--- config.mk ---
export PLATFORM = sky130hd
export DESIGN_NAME = mecw_top
export DESIGN_NICKNAME = d
export VERILOG_FILES = /design/src/hdl/mecw_pkg.sv /design/src/hdl/mecw_route.sv /design/src/hdl/mecw_top.sv
export VERILOG_INCLUDE_DIRS = /design/src /design/src/hdl
export SDC_FILE = /design/constraint.sdc
export NUM_CORES = 1
export LEC_CHECK = 0
export ABC_AREA = 1
export BUFFER_PORTS_ARGS = -buffer_cell sky130_fd_sc_hd__buf_2
export CORE_MARGIN = 1.5
export CORE_UTILIZATION = 47
export DETAILED_ROUTE_END_ITERATION = 12
export GPL_TIMING_DRIVEN = 0
export PLACE_DENSITY = 0.92
export SLEW_MARGIN = 40
export SYNTH_ARGS = -nofsm -noshare
export SYNTH_HDL_FRONTEND = slang
export SYNTH_SLANG_ARGS = --single-unit
--- constraint.sdc ---
create_clock -name clk -period 6.3 [get_ports clk]
set_clock_uncertainty 0.15 [all_clocks]
set_input_delay 0.63 -clock clk [delete_from_list [all_inputs] [get_ports clk]]
set_output_delay 0.63 -clock clk [all_outputs]
set_load 0.02 [all_outputs]
--- src/hdl/mecw_regs.svh ---
// Register offsets, field positions, reset values and keys of the matrix configuration bank
`ifndef MECW_REGS_SVH
`define MECW_REGS_SVH

// ****************************************************************
// Register addresses
// ****************************************************************
`define MECW_REMAP_ADDR       32'h0FFFDF00
`define MECW_CSA_ADDR         32'hFFFFDF20
`define MECW_WPMODE_ADDR      32'h0FFFDFE4
`define MECW_WPSTAT_ADDR      32'h0FFFDFE8
`define MECW_IRQ_STAT_ADDR    32'hFFFFDF40
`define MECW_IRQ_MASK_ADDR    32'hFFFFDF44

// ****************************************************************
// Field positions
// ****************************************************************
`define MECW_CSA_CS1_BIT      1
`define MECW_CSA_CS3_BIT      3
`define MECW_CSA_PU_BIT       8
`define MECW_CSA_PD_BIT       9
`define MECW_CSA_DRIVE_BIT    17
`define MECW_CSA_NAND_BIT     24
`define MECW_CSA_MP_BIT       25
`define MECW_WP_EN_BIT        0
`define MECW_WP_KEY_LSB       8
`define MECW_WP_KEY_MSB       31
`define MECW_WS_SRC_LSB       8
`define MECW_WS_SRC_MSB       23

// ****************************************************************
// Reset values and keys
// ****************************************************************
`define MECW_CSA_RESET        32'h00000200
`define MECW_WP_PASSWORD      24'h4D4154
`define MECW_IRQ_VIOL_BIT     0
`define MECW_IRQ_MISUSE_BIT   1
`define MECW_IRQ_W            2

`endif

--- src/hdl/mecw_pkg.sv ---
// Types shared by the matrix configuration bank and its bus routing module
package mecw_pkg;

    // Decoded external bus configuration
    typedef struct packed {
        logic cs1_controller_select;
        logic cs3_nand_logic_enable;
        logic databus_pullup_disable;
        logic databus_pulldown_disable;
        logic pad_drive_high;
        logic nand_upper_lane_select;
        logic ddr_multiport_enable;
    } mecw_csa_t;

    // Pad controls of the external data bus
    typedef struct packed {
        logic [31:0] pullup_en;
        logic [31:0] pulldown_en;
        logic        drive_high;
    } mecw_pad_t;

endpackage

--- src/hdl/mecw_route.sv ---
// External bus chip select routing and pad control from the chip select assignment word
`timescale 1ns/1ps
module mecw_route #(
    parameter int NUM_CS    = 6,
    parameter int ADDR_W    = 26,
    parameter int DATA_W    = 32,
    parameter int NAND_W    = 16
) (
    // Clock and reset
    input  wire logic                      clk,
    input  wire logic                      rst,
    // Configuration
    input  wire mecw_pkg::mecw_csa_t       csa,
    // Memory controller side
    input  wire logic [NUM_CS-1:0]         static_memory_ctrl_cs_n,
    input  wire logic [ADDR_W-1:0]         static_memory_ctrl_addr,
    input  wire logic                      ddr_cs_n,
    input  wire logic [NAND_W-1:0]         nand_dout,
    // Pin side
    output logic [NUM_CS-1:0]              external_chip_selects_n,
    output logic [ADDR_W-1:0]              ebi_addr,
    output logic                           nand_cs_n,
    output logic [DATA_W-1:0]              nand_lane_dout,
    output mecw_pkg::mecw_pad_t            pad
);
    import mecw_pkg::*;

    logic [DATA_W-1:0] lane_d;

    always_comb
    begin
        lane_d = '0;
        if (csa.nand_upper_lane_select)
            lane_d[DATA_W-1 -: NAND_W] = nand_dout;
        else
            lane_d[NAND_W-1:0] = nand_dout;
    end

    always_ff @(posedge clk or posedge rst)
    begin
        if (rst)
        begin
            external_chip_selects_n <= '1;
            ebi_addr                <= '0;
            nand_cs_n               <= 1'b1;
            nand_lane_dout          <= '0;
        end
        else
        begin
            external_chip_selects_n <= static_memory_ctrl_cs_n;
            if (csa.cs1_controller_select)
                external_chip_selects_n[1] <= ddr_cs_n;
            nand_cs_n      <= csa.cs3_nand_logic_enable ? static_memory_ctrl_cs_n[3] : 1'b1;
            ebi_addr       <= static_memory_ctrl_addr;
            nand_lane_dout <= lane_d;
        end
    end

    // Only data bits 0 to 15 carry the keepers
    genvar i;
    generate
        for (i = 0; i < 32; i++)
        begin : g_pad
            if (i < 16)
            begin : g_low
                assign pad.pullup_en[i]   = ~csa.databus_pullup_disable;
                assign pad.pulldown_en[i] = ~csa.databus_pulldown_disable;
            end
            else
            begin : g_high
                assign pad.pullup_en[i]   = 1'b0;
                assign pad.pulldown_en[i] = 1'b0;
            end
        end
    endgenerate

    assign pad.drive_high = csa.pad_drive_high;

    chk_cs1_ddr_route: assert property (@(posedge clk) disable iff (rst)
        csa.cs1_controller_select |=> external_chip_selects_n[1] == $past(ddr_cs_n))
        else $error("cs1 not routed from ddr controller");
    chk_cs3_nand_off: assert property (@(posedge clk) disable iff (rst)
        !csa.cs3_nand_logic_enable |=> nand_cs_n)
        else $error("nand select active while nand logic off");
endmodule

--- src/hdl/mecw_top.sv ---
// Matrix configuration bank: remap, chip select assignment, keyed write protection
// Notes on behaviour
// remap bit per master enables remapped decoding
// cs1 bit picks static or ddr controller
// cs3 bit activates nand logic on select
// pullup bit zero enables low data pullups
// pulldown bit zero enables low data pulldowns
// drive bit picks low or high drive
// nand lane bit picks lower/upper data bits
// multiport bit enables ddr multiport operation
// software avoids multiport with upper nand lanes
// software puts cs1 on ddr for multiport
// protect enable changes only with correct key
// wrong key ignored; key reads zero
// violation flag sticky until status read
// source field holds offending write offset
// six selects, 26-bit address, 16/32 data
// protected registers refuse writes while protected
// refused write flags violation, keeps contents
// status cleared by reset, writes ignored
//
// Our own choice: the address-and-strobe port.
`timescale 1ns/1ps
`include "mecw_regs.svh"
module mecw_top #(
    parameter int NUM_MASTERS = 12,
    parameter int NUM_CS      = 6,
    parameter int ADDR_W      = 26,
    parameter int DATA_W      = 32,
    parameter int NAND_W      = 16
) (
    // Clock and reset
    input  wire logic                      clk,
    input  wire logic                      rst,
    // Register port
    input  wire logic [31:0]               reg_addr,
    input  wire logic [31:0]               reg_wdata,
    input  wire logic                      reg_wr,
    input  wire logic                      reg_rd,
    output logic [31:0]                    reg_rdata,
    // Interrupt
    output logic                           irq,
    // Matrix decode controls
    output logic [NUM_MASTERS-1:0]         master_remap_enable,
    // Memory controller side
    input  wire logic [NUM_CS-1:0]         static_memory_ctrl_cs_n,
    input  wire logic [ADDR_W-1:0]         static_memory_ctrl_addr,
    input  wire logic                      ddr_cs_n,
    input  wire logic [NAND_W-1:0]         nand_dout,
    output logic                           ddr_multiport_enable,
    // External bus pin side
    output logic [NUM_CS-1:0]              external_chip_selects_n,
    output logic [ADDR_W-1:0]              ebi_addr,
    output logic                           nand_cs_n,
    output logic [DATA_W-1:0]              nand_lane_dout,
    output mecw_pkg::mecw_pad_t            pad
);
    import mecw_pkg::*;

    // ****************************************************************
    // Decode
    // ****************************************************************
    logic                      sel_remap;
    logic                      sel_csa;
    logic                      sel_wpmode;
    logic                      sel_wpstat;
    logic                      sel_istat;
    logic                      sel_imask;
    logic                      prot_target;
    logic                      wr_ok;
    logic                      wr_refused;
    logic                      key_ok;

    logic [NUM_MASTERS-1:0]    remap_q;
    logic [31:0]               csa_q;
    logic                      protect_enable_q;
    logic                      violation_flag_q;
    logic [15:0]               violation_source_offset_q;
    logic [`MECW_IRQ_W-1:0]    istat_q;
    logic [`MECW_IRQ_W-1:0]    imask_q;
    logic [`MECW_IRQ_W-1:0]    ievent;
    logic [31:0]               rdata_d;
    logic [31:0]               rdata_q;
    mecw_csa_t                 csa;

    always_comb
    begin
        sel_remap  = 1'b0;
        sel_csa    = 1'b0;
        sel_wpmode = 1'b0;
        sel_wpstat = 1'b0;
        sel_istat  = 1'b0;
        sel_imask  = 1'b0;
        if (reg_addr == `MECW_REMAP_ADDR)
            sel_remap = 1'b1;
        else if (reg_addr == `MECW_CSA_ADDR)
            sel_csa = 1'b1;
        else if (reg_addr == `MECW_WPMODE_ADDR)
            sel_wpmode = 1'b1;
        else if (reg_addr == `MECW_WPSTAT_ADDR)
            sel_wpstat = 1'b1;
        else if (reg_addr == `MECW_IRQ_STAT_ADDR)
            sel_istat = 1'b1;
        else if (reg_addr == `MECW_IRQ_MASK_ADDR)
            sel_imask = 1'b1;
    end

    assign prot_target = sel_remap | sel_csa;
    assign wr_refused  = reg_wr & prot_target & protect_enable_q;
    assign wr_ok       = reg_wr & prot_target & ~protect_enable_q;
    assign key_ok      = reg_wdata[`MECW_WP_KEY_MSB:`MECW_WP_KEY_LSB] == `MECW_WP_PASSWORD;

    // ****************************************************************
    // Configuration registers
    // ****************************************************************
    always_ff @(posedge clk or posedge rst)
    begin
        if (rst)
            remap_q <= '0;
        else if (wr_ok && sel_remap)
            remap_q <= reg_wdata[NUM_MASTERS-1:0];
    end

    always_ff @(posedge clk or posedge rst)
    begin
        if (rst)
            csa_q <= `MECW_CSA_RESET;
        else if (wr_ok && sel_csa)
            csa_q <= reg_wdata;
    end

    // Key must match in the very same write, otherwise the bit is left alone
    always_ff @(posedge clk or posedge rst)
    begin
        if (rst)
            protect_enable_q <= 1'b0;
        else if (reg_wr && sel_wpmode && key_ok)
            protect_enable_q <= reg_wdata[`MECW_WP_EN_BIT];
    end

    // ****************************************************************
    // Violation status
    // ****************************************************************
    // A violation landing in the cycle of the status read survives the read
    always_ff @(posedge clk or posedge rst)
    begin
        if (rst)
            violation_flag_q <= 1'b0;
        else if (wr_refused)
            violation_flag_q <= 1'b1;
        else if (reg_rd && sel_wpstat)
            violation_flag_q <= 1'b0;
    end

    always_ff @(posedge clk or posedge rst)
    begin
        if (rst)
            violation_source_offset_q <= '0;
        else if (wr_refused)
            violation_source_offset_q <= reg_addr[15:0];
    end

    // ****************************************************************
    // Interrupts
    // ****************************************************************
    // Misuse event: a write leaves multiport on with upper nand lanes or cs1 off ddr
    always_comb
    begin
        ievent = '0;
        ievent[`MECW_IRQ_VIOL_BIT] = wr_refused;
        ievent[`MECW_IRQ_MISUSE_BIT] = wr_ok && sel_csa && reg_wdata[`MECW_CSA_MP_BIT]
            && (reg_wdata[`MECW_CSA_NAND_BIT] || !reg_wdata[`MECW_CSA_CS1_BIT]);
    end

    always_ff @(posedge clk or posedge rst)
    begin
        if (rst)
            istat_q <= '0;
        else if (reg_wr && sel_istat)
            istat_q <= (istat_q & ~reg_wdata[`MECW_IRQ_W-1:0]) | ievent;
        else
            istat_q <= istat_q | ievent;
    end

    always_ff @(posedge clk or posedge rst)
    begin
        if (rst)
            imask_q <= '0;
        else if (reg_wr && sel_imask)
            imask_q <= reg_wdata[`MECW_IRQ_W-1:0];
    end

    assign irq = |(istat_q & imask_q);

    // ****************************************************************
    // Read data
    // ****************************************************************
    always_comb
    begin
        rdata_d = '0;
        if (sel_remap)
            rdata_d[NUM_MASTERS-1:0] = remap_q;
        else if (sel_csa)
            rdata_d = csa_q;
        else if (sel_wpmode)
            rdata_d[`MECW_WP_EN_BIT] = protect_enable_q;
        else if (sel_wpstat)
        begin
            rdata_d[`MECW_WP_EN_BIT] = violation_flag_q;
            rdata_d[`MECW_WS_SRC_MSB:`MECW_WS_SRC_LSB] = violation_source_offset_q;
        end
        else if (sel_istat)
            rdata_d[`MECW_IRQ_W-1:0] = istat_q;
        else if (sel_imask)
            rdata_d[`MECW_IRQ_W-1:0] = imask_q;
    end

    always_ff @(posedge clk or posedge rst)
    begin
        if (rst)
            rdata_q <= '0;
        else if (reg_rd)
            rdata_q <= rdata_d;
        else
            rdata_q <= '0;
    end

    assign reg_rdata = rdata_q;

    // ****************************************************************
    // Configuration outputs
    // ****************************************************************
    assign csa.cs1_controller_select    = csa_q[`MECW_CSA_CS1_BIT];
    assign csa.cs3_nand_logic_enable    = csa_q[`MECW_CSA_CS3_BIT];
    assign csa.databus_pullup_disable   = csa_q[`MECW_CSA_PU_BIT];
    assign csa.databus_pulldown_disable = csa_q[`MECW_CSA_PD_BIT];
    assign csa.pad_drive_high           = csa_q[`MECW_CSA_DRIVE_BIT];
    assign csa.nand_upper_lane_select   = csa_q[`MECW_CSA_NAND_BIT];
    assign csa.ddr_multiport_enable     = csa_q[`MECW_CSA_MP_BIT];

    assign master_remap_enable  = remap_q;
    assign ddr_multiport_enable = csa.ddr_multiport_enable;

    mecw_route #(
        .NUM_CS (NUM_CS),
        .ADDR_W (ADDR_W),
        .DATA_W (DATA_W),
        .NAND_W (NAND_W)
    ) u_route (
        .clk                     (clk),
        .rst                     (rst),
        .csa                     (csa),
        .static_memory_ctrl_cs_n (static_memory_ctrl_cs_n),
        .static_memory_ctrl_addr (static_memory_ctrl_addr),
        .ddr_cs_n                (ddr_cs_n),
        .nand_dout               (nand_dout),
        .external_chip_selects_n (external_chip_selects_n),
        .ebi_addr                (ebi_addr),
        .nand_cs_n               (nand_cs_n),
        .nand_lane_dout          (nand_lane_dout),
        .pad                     (pad)
    );

    // ****************************************************************
    // Checks
    // ****************************************************************
    chk_remap_write_lands: assert property (@(posedge clk) disable iff (rst)
        (reg_wr && sel_remap && !protect_enable_q)
        |=> master_remap_enable == $past(reg_wdata[NUM_MASTERS-1:0]))
        else $error("remap write did not land");
    chk_key_gate: assert property (@(posedge clk) disable iff (rst)
        (reg_wr && sel_wpmode && key_ok) |=> protect_enable_q == $past(reg_wdata[0]))
        else $error("keyed write did not set protect enable");
    chk_bad_key_hold: assert property (@(posedge clk) disable iff (rst)
        (reg_wr && sel_wpmode && !key_ok) |=> $stable(protect_enable_q))
        else $error("wrong key changed protect enable");
    chk_key_reads_zero: assert property (@(posedge clk) disable iff (rst)
        (reg_rd && sel_wpmode) |=> reg_rdata[31:1] == 31'h0)
        else $error("key field not read as zero");
    chk_refused_keeps: assert property (@(posedge clk) disable iff (rst)
        (reg_wr && sel_csa && protect_enable_q) |=> $stable(csa_q) && violation_flag_q)
        else $error("protected write changed register or missed flag");
    chk_viol_source: assert property (@(posedge clk) disable iff (rst)
        wr_refused |=> violation_source_offset_q == $past(reg_addr[15:0]))
        else $error("violation source not captured");
    chk_flag_read_clear: assert property (@(posedge clk) disable iff (rst)
        (reg_rd && sel_wpstat && !wr_refused && violation_flag_q)
        |=> reg_rdata[0] && !violation_flag_q)
        else $error("status read did not report then clear flag");
    chk_status_ro: assert property (@(posedge clk) disable iff (rst)
        (reg_wr && sel_wpstat) |=> $stable(violation_source_offset_q) && $stable(violation_flag_q))
        else $error("status write had an effect");
    chk_viol_irq_event: assert property (@(posedge clk) disable iff (rst)
        wr_refused |=> istat_q[`MECW_IRQ_VIOL_BIT])
        else $error("refused write did not set interrupt status");
    chk_pad_follow: assert property (@(posedge clk) disable iff (rst)
        pad.pullup_en[0] == !csa_q[`MECW_CSA_PU_BIT])
        else $error("pullup enable wrong");

    cov_refused_write: cover property (@(posedge clk) disable iff (rst) wr_refused);
    cov_unlock: cover property (@(posedge clk) disable iff (rst)
        protect_enable_q ##1 !protect_enable_q);
    cov_read_clear_race: cover property (@(posedge clk) disable iff (rst)
        wr_refused && reg_rd && sel_wpstat);
    cov_misuse: cover property (@(posedge clk) disable iff (rst) ievent[1]);
endmodule

# Word level (Yosys, flattened, before mapping)
# Cells that the tools add are included.
dict set report classes {
  n_eq_ne 7
  n_reduce_logical 13
  muxes 43
  bitwise_logic 12
}
# op count
set op_table {}
lappend op_table {{$eq A32 B28 Y1 const B} 3}
lappend op_table {{$eq A32 B32 Y1 const B} 3}
lappend op_table {{$mux W16} 5}
lappend op_table {{$mux W32} 1}
lappend op_table {{$mux W1} 29}
lappend op_table {{$eq A24 B23 Y1 const B} 1}
lappend op_table {{$mux W20} 1}
lappend op_table {{$mux W12} 1}
lappend op_table {{$logic_and A1 B1 Y1} 9}
lappend op_table {{$mux W2} 4}
lappend op_table {{$mux W8} 1}
lappend op_table {{$mux W6} 1}
lappend op_table {{$and A2 B2 Y2} 2}
lappend op_table {{$or A2 B2 Y2} 2}
lappend op_table {{$and A1 B1 Y1} 3}
lappend op_table {{$not A1 Y1} 3}
lappend op_table {{$not A2 Y2} 1}
lappend op_table {{$reduce_bool A2 Y1} 1}
lappend op_table {{$reduce_or A2 Y1} 1}
lappend op_table {{$logic_not A1 Y1} 1}
lappend op_table {{$logic_or A1 B1 Y1} 1}
lappend op_table {{$or A1 B1 Y1} 1}
dict set report totals {
  reg_bits 163
  output_inout_bits 176
}

# Longest topological paths before layout
# Gate-level depths: netlist of run 1.
dict set report logic_depth {
  word_depth 14
  ltp_mapped 12
}

# By module
# A second synthesis of run 1 with hierarchy kept.
dict set report hier_totals {
  hier_cells 682
  hier_area_um2 6612.6
}
# mod cells_per_inst area_per_inst_um2 n_inst seq_area_each_um2
set by_module_without_submodules {}
lappend by_module_without_submodules {mecw_top 477 4196.5 1 2453.6}
lappend by_module_without_submodules {mecw_route 205 2416.1 1 1635.3}

# Worst setup path after synthesis of run 1
# OpenSTA, ideal clock, no wires.
dict set report synth_path {
  path_type {input port to flip-flop}
  startpoint {input reg_addr[1]}
  endpoint {register csa_q[25]}
  setup_time_ns 0.121
  cell_stages 9
  arrival_ns 1.652
  path_slack_ns 4.377
  path_cell_list {nor2_2 -> nand2_2 -> nor3_2 -> nand2_2 -> clkinv_2 -> nand3_2 -> buf_2 -> nand2_1 -> o21ai_1}
}
dict set report synth_between {
  elab_chain_len 7
}
# element line_no
set synth_rtl {}
lappend synth_rtl {{start, declared} mecw_top.sv:36} ;# input wire logic [31:0] reg_addr,
lappend synth_rtl {{$eq A32 B32 Y1 (no source line)} -}
lappend synth_rtl {{$mux W1} mecw_top.sv:96} ;# else if (reg_addr == `MECW_CSA_ADDR)
lappend synth_rtl {{$mux W1} mecw_top.sv:94} ;# if (reg_addr == `MECW_REMAP_ADDR)
lappend synth_rtl {{$or A1 B1 Y1} mecw_top.sv:108} ;# assign prot_target = sel_remap | sel_csa;
lappend synth_rtl {{$and A1 B1 Y1 (2 in a row)} mecw_top.sv:110} ;# assign wr_ok = reg_wr & prot_target & ~protect_enable_q;
lappend synth_rtl {{$logic_and A1 B1 Y1 (*)} mecw_top.sv:128} ;# else if (wr_ok && sel_csa)
lappend synth_rtl {{end signal, assigned} mecw_top.sv:127} ;# csa_q <= `MECW_CSA_RESET;
lappend synth_rtl {{end signal, assigned} mecw_top.sv:129} ;# csa_q <= reg_wdata;
lappend synth_rtl {{end, declared} mecw_top.sv:75} ;# logic [31:0] csa_q;
# Mark *: on every way between the ends. The rest lies on a longest branch, timed or not.
# A chain may end at the register's enable or synchronous reset.

==> impl_metrics.csv, run 1 <==
group,metric,value,unit
power_and_ir_drop,leakage,5.12,nW
worst_setup_path,max_stage_delay,530,ps
cts,cts_buffers,17,
cells_and_area,area_growth,35.5,%
die,die_h,121,um
global_route,grt_pass1_vias,5322,
cts,cts_hold_buf,0,
worst_setup_path,crit_family,"buffers and inverters",
yosys,synth_mux_area_share,0.171,%
yosys,yosys-top-cells-count,"nand2_1 (191), dfrtp_1 (155), inv_1 (97)",
detailed_routing,wire_per_inst,14.6,um
yosys,avgSynthCellArea,9.54,um2
cells_and_area,fin_util,64.8,%
yosys,ys_seq_area_share,62.1,%
job,drv_cap,0,
die,die_w,121,um
worst_setup_path,startpoint_type,"flip-flop",
die,start_util,47.8,%
timing,grt_setup_unrepaired,"false",
cts,clk_latency,420,ps
detailed_routing,drc_errors,0,
detailed_routing,finalWirelength,17500,um
yosys,synthTopCellsByArea,"dfrtp_1 (59%), nand2_1 (11%), buf_4 (7.4%), inv_1 (5.5%), dfstp_2 (3.2%)",
cts,clock_sinks,163,
worst_setup_path,cp_slowest_cell,"dfstp_2",
global_route,grt_overflow,0,
worst_setup_path,path_max_fanout,17,
global_route,antenna_found_initial,1,
worst_setup_path,worstPathCellList,"inv_1 -> buf_4 -> buf_2",
worst_setup_path,endpoint_kind,"primary output",
cts,root_buffer,"clkbuf_16",
worst_setup_path,required,5520,ps
cts,cts.path.max_buffers,2,
cts,cts_max_level,4,
yosys,yosys.area.top_type,"dfrtp_1",
cells_and_area,instances_no_fill,1196,
timing,tns,0,ps
global_route,track_usage,24.1,%
cells_and_area,drive_above_1_share,39.5,%
global_route,grt_max_degree,65,
detailed_routing,vias_per_cell,4.55,
global_route,grt_pass1_wl,26600,um
yosys,synth-simple-area-share,17.6,%
yosys,async_flop_share,100,%
timing,fin_crit_sh,36.5,%
cts,post_cts_buffers,0,
yosys,yosys.cell_count.top_type,"nand2_1",
yosys,ys_ff_latch,163,
yosys,synth-main-ff-cell,"dfrtp_1",
yosys,synthAdderAreaFrac,0,%
yosys,yosys.area.top_type_share,58.9,%
die,rows,43,
cts,cts_tree,"done",
worst_setup_path,crit_arrival,1520,ps
placement,dp_cells,1163,
power_and_ir_drop,power.density,262,nW/um2
cells_and_area,nets,1119,
hold_path,hold_path.class,"input pin to asynchronous set/reset pin",
cts,clkTransAtPathRegs,70,ps
worst_setup_path,path_class,"flip-flop to primary output",
detailed_routing,ant_nets,0,
timing,slew_violations,0,
die,io_pins,293,
yosys,synth_top_family_by_area,"simple AND/OR/NAND/NOR gates",
yosys,synth_cell_types,31,
cts,cts_resized,0,
yosys,synth_xor_area_share,0,%
cells_and_area,fillers,1148,
yosys,syn_inst,691,
placement,port-buffer-count,259,
detailed_routing,dr.pass1.iters,5,
detailed_routing,vias,5442,
timing,max_slew_margin,58.8,%
yosys,synth_edf_count,0,
die,die_area,14700,um2
placement,place.gp.congestion,0.816,
status,status,"complete, no violations",
timing,setup_violations,0,
timing,finalHoldViolCount,0,
yosys,synth_compound_gate_area_share,5.41,%
power_and_ir_drop,peakVddDrop,0.235,mV
timing,worst_pin_slew,618,ps
timing,fin_crit,2300,ps
die,coreArea,13800,um2
yosys,netlist_area,6590,um2
timing,fmax,0.435,GHz
worst_setup_path,crit_buf_inv,3,
detailed_routing,drt_iter0_markers,363,
placement,dp_hpwl,12700,um
yosys,yosys_warnings,0,
[cells by family (layout without fill, tap and decap cells)]
group,Yosys count,in the layout
flops,163,163
simple gates,277,277
other cells,1,33
buf+inv,183,476
compound gates,66,66
mux,1,1
[through the flow]
step | power, mW | setup WS (ps) | area [um2] | hold slack, ps
2_1_floorplan | 1.17 | 1130 | 6710 | 246
3_3_place_gp | 1.24 | -404 | 8230 | 280
3_5_place_dp | 1.25 | 3890 | 8290 | 289
4_1_cts | 2.35 | 3980 | 8930 | 34.4
5_1_grt | 2.41 | 3900 | 8930 | 48.8
6_report | 2.34 | 4000 | 8930 | 38.0
[final timing paths]
path	startpoint	to	slack [ps]	cells past startpoint
worst max-delay path	csa_q[9]	pad[5]	4000	3
worst min-delay path	rst	u_route.ebi_addr[13]	40	2
worst max register to register	csa_q[24]	u_route.nand_lane_dout[11]	4850	3
worst min register to register	csa_q[3]	u_route.nand_cs_n	300	1
max in group asynchronous	rst	u_route.external_chip_selects_n[1]	5320	3
min in group clk	static_memory_ctrl_cs_n[4]	u_route.external_chip_selects_n[4]	150	1
[cells in the final DEF (no fill, tap or decap), types with 2 or more instances in the layout]
cell	count
dfstp_2	8
o21ai_1	28
inv_2	2
nor2_1	48
buf_2	268
o21ai_0	12
nand4_1	6
buf_16	2
inv_6	4
a21oi_1	18
nand2_1	191
clkinv_2	2
o21ai_2	4
conb_1	32
buf_4	65
nor3_1	4
dfrtp_1	155
clkbuf_1	6
nand3_1	12
nor3_2	2
nor2_2	3
nand2_2	4
buf_6	3
inv_1	96
clkbuf_16	17
bufinv_16	4
nor4_1	2
clkinvlp_4	4
o211ai_1	3
[layer usage]
metal  up-vias  share of wire [%]  GRT usage, %
met5         -                  0             0
met4         0                1.7          9.49
met3        22                5.7          5.31
met2       201                 52          41.5
met1      2599                 40          29.6
li1       2620                  -             -
[layout make-up]
class,count,area (um2),share of cell area (%)
plain buffers,83,589,6.60
well taps,180,225,2.52
diodes,1,2.50,0.0280
inverters,100,384,4.30
clock buffers,18,439,4.92
flip-flops and latches,163,4090,45.8
repair buffers,261,1350,15.1
multi-input cells,376,1650,18.5
clock inverters,14,199,2.23
[where the power goes]
group / switching, mW / total [mW] / internal (mW)
clock network: 0.429 / 1.11 / 0.678
logic: 0.102 / 0.161 / 0.0595
registers: 0.00482 / 1.07 / 1.06
[state kept, by name (all words and copies together), names as in the netlist]
signal	cells
u_route.nand_lane_dout	32
csa_q	32
master_remap_enable	12
u_route.external_chip_selects_n	6
u_route.ebi_addr	26
violation_source_offset_q	16
istat_q	2
violation_flag_q	1
protect_enable_q	1
reg_rdata	32
u_route.nand_cs_n	1
imask_q	2
[worst reg2reg max path: cells and delay by family (launching register included)]
| kind | cells | cell delay (ps) |
|---|---|---|
| buf+inv | 2 | 710 |
| flops | 1 | 320 |
| simple gates | 1 | 130 |
No activity file was read; power rests on OpenSTA's default activity.
==> run 2: changes to the inputs <==
Settings changed: ABC_AREA 1 to 0.
Clock period 6.3 ns to 2.13 ns, I/O delays scaled along.
==> impl_metrics.csv, run 2 <==
group,metric,value,unit
status,status,"complete, no violations",
detailed_routing,wire_per_inst,18.5,um
yosys,yosys-top-cells-count,"dfrtp_1 (155), buf_4 (65), mux2_2 (50)",
global_route,antenna_found_initial,0,
cts,clock_sinks,163,
yosys,ys_ff_latch,163,
cts,cts_buffers,17,
die,die_w,121,um
cts,root_buffer,"clkbuf_16",
detailed_routing,top_layer_used,"met4",
global_route,grt_pass1_wl,30600,um
cts,cts.path.max_buffers,2,
cells_and_area,fin_util,74.0,%
power_and_ir_drop,pwr-share-comb,9.2,%
timing,fin_crit_sh,94.6,%
yosys,synth_edf_count,0,
power_and_ir_drop,power,7.04,mW
detailed_routing,dr_wl_met2,10700,um
power_and_ir_drop,switching_share,22.8,%
detailed_routing,m1WireLength,7280,um
yosys,syn_inst,488,
power_and_ir_drop,seq_power_share,45.0,%
detailed_routing,vias,5363,
hold_path,hold_path.class,"input pin to flip-flop",
yosys,synthTopCellsByArea,"dfrtp_1 (60%), mux2_2 (8.7%), buf_4 (7.5%), dfstp_2 (3.2%), and2_1 (3.1%)",
placement,place.gp.congestion,0.830,
timing,max_slew_margin,54.6,%
detailed_routing,drt_iter0_markers,305,
worst_setup_path,cp-startpoint,"reg_addr[28]",
power_and_ir_drop,peakVddDrop,0.560,mV
worst_setup_path,crit_buf_inv,1,
cells_and_area,n_antenna_cell,0,
detailed_routing,vias_per_cell,4.95,
global_route,track_usage,28.4,%
global_route,grt_max_degree,28,
worst_setup_path,cp.depth,6,
yosys,yosys_warnings,0,
worst_setup_path,endpoint_kind,"flip-flop",
worst_setup_path,startpoint_type,"input pin",
yosys,yosys.cell_count.top_type,"dfrtp_1",
power_and_ir_drop,p_clk_share,45.8,%
detailed_routing,wl_met3,1250,um
yosys,async_flop_share,100,%
cells_and_area,instances_no_fill,1083,
yosys,synth_cell_types,50,
power_and_ir_drop,power.density,712,nW/um2
worst_setup_path,crit_arrival,2180,ps
cts,clk_latency,430,ps
power_and_ir_drop,switching_power,1.61,mW
timing,grt_setup_unrepaired,"false",
detailed_routing,dr.pass1.iters,4,
timing,fin_crit,2020,ps
detailed_routing,ant_nets,0,
timing,finalHoldViolCount,0,
worst_setup_path,ff2ff_path_depth,4,
job,drv_cap,0,
worst_setup_path,r2r-start,"protect_enable_q",
global_route,grt_pass1_vias,5587,
yosys,synth-main-ff-cell,"dfrtp_1",
placement,port-buffer-count,259,
cts,clkTransAtPathRegs,60,ps
die,io_pins,293,
yosys,netlist_area,6490,um2
power_and_ir_drop,leakage,5.22,nW
detailed_routing,drc_errors,0,
yosys,yosys.area.top_type_share,59.8,%
cts,cts_max_level,4,
die,die_area,14500,um2
worst_setup_path,r2r_setup_slack,410,ps
power_and_ir_drop,internal_power,5.43,mW
worst_setup_path,required,2290,ps
worst_setup_path,path_class,"input pin to flip-flop",
yosys,yosys.area.top_type,"dfrtp_1",
worst_setup_path,crit_family,"simple AND/OR/NAND/NOR gates",
yosys,ys_seq_area_share,63.0,%
worst_setup_path,r2r_end,"csa_q[6]",
cells_and_area,drive_above_1_share,50.6,%
worst_setup_path,max_stage_delay,560,ps
die,die_h,121,um
cells_and_area,final_common_cell,"buf_2",
timing,setup_violations,0,
worst_setup_path,path_max_fanout,9,
global_route,grt_overflow,0,
placement,dp_hpwl,12900,um
cells_and_area,most-common-layout-cells,"buf_2 (265), dfrtp_1 (155), dlygate4sd3_1 (85)",
timing,slew_violations,0,
detailed_routing,finalWirelength,20100,um
timing,worst_pin_slew,675,ps
placement,dp_cells,961,
die,coreArea,13300,um2
yosys,avgSynthCellArea,13.3,um2
die,rows,42,
timing,fmax,0.496,GHz
worst_setup_path,cp_slowest_cell,"or4_4",
cells_and_area,nets,1011,
die,start_util,48.6,%
worst_setup_path,crit_end,"violation_source_offset_q[5]",
cts,cts_tree,"done",
worst_setup_path,worstPathCellList,"buf_2 -> or4_4 -> nor4_4 -> nand2_2 -> a211o_4 -> mux2_4",
cells_and_area,area_growth,52.3,%
==> run 2: changes by cell type in the layout (fill, tap and decap cells not counted), sizes merged, moves of 8 or more <==
cell	before	now
nor2	52	19
mux2	1	51
nor2b	0	17
inv	103	8
buf	338	346
o21ai	44	5
a21oi	18	6
nand2	196	13
dlygate4sd3	0	85
and2	0	32
a22oi	0	12
==> run 2: metal layers <==
metal | vias up | GRT usage (%)
met5 | - | 0
met1 | 2629 | 31.4
met3 | 65 | 5.52
met4 | 0 | 15.3
li1 | 2382 | -
met2 | 287 | 51.3
==> run 2: logic make-up (layout without fill, tap and decap cells) <==
logic type	after synthesis	in the layout	share of synthesized area, %
xor gates and xnor gates	1	1	0.135
other	1	32	0.0578
AOI/OAI and AO/OA	41	41	4.68
DFF	163	163	63.0
and+or+nand+nor	145	145	14.0
muxes	51	51	8.91
buffers and inverters	86	474	9.19
==> run 2: worst min path at each step <==
stage | startpoint | end | slack (ps) | cells past startpoint
after detailed placement | rst | u_route.ebi_addr[4] | 90 | 2
after CTS | reg_addr[2] | istat_q[0] | 10 | 5
after global placement | static_memory_ctrl_cs_n[4] | u_route.external_chip_selects_n[4] | 170 | 1
after floorplan | static_memory_ctrl_cs_n[0] | u_route.external_chip_selects_n[0] | 70 | 0
final | reg_addr[2] | istat_q[0] | 30 | 5
after global routing | reg_addr[2] | reg_rdata[0] | 70 | 4
==> run 2: tightest hold or removal path, cell delays in order <==
cell,delay [ps]
buf_8,110
inv_1,50
nand2_1,50
o21ai_0,80
nand2_1,60
==> run 2: power groups by stage <==
stage | Clock (mW) | Sequential, mW | Combinational (mW)
global placement | 0 | 3.22 | 0.444
CTS | 3.23 | 3.16 | 0.625
finish | 3.22 | 3.17 | 0.647
global route | 3.38 | 3.17 | 0.692
floorplan | 0 | 3.28 | 0.187
detailed placement | 0 | 3.22 | 0.495
==> run 2: stage by stage <==
stage          worst slack [ps]  TNS (ps)  hold slack [ps]  instance area, um2
3_3_place_gp              -1160   -214170              169                8160
3_5_place_dp               -474    -32920             92.2                8340
4_1_cts                    14.1         0             9.89                9820
6_report                    115         0             29.0                9880
5_1_grt                    7.37         0             72.2                9880
2_1_floorplan              -297    -46110             67.5                6640
==> run 2: repair_timing <==
item                                    4_1_cts  5_1_grt
hold buffers                                 85        0
buffers inserted                              0        6
hold endpoints to repair                    162        0
endpoints found under the setup margin       10       68
resized for setup                             1        4
pin swaps                                     0        3
==> run 2: area by class of cell <==
class,instances,area [um2]
Inverter,8,33.8
Tap cell,176,220
Multi-Input combinational cell,270,1970
Fill cell,883,3460
Buffer,77,567
Sequential cell,163,4090
Clock inverter,11,150
Clock buffer,21,480
Timing Repair Buffer,357,2370
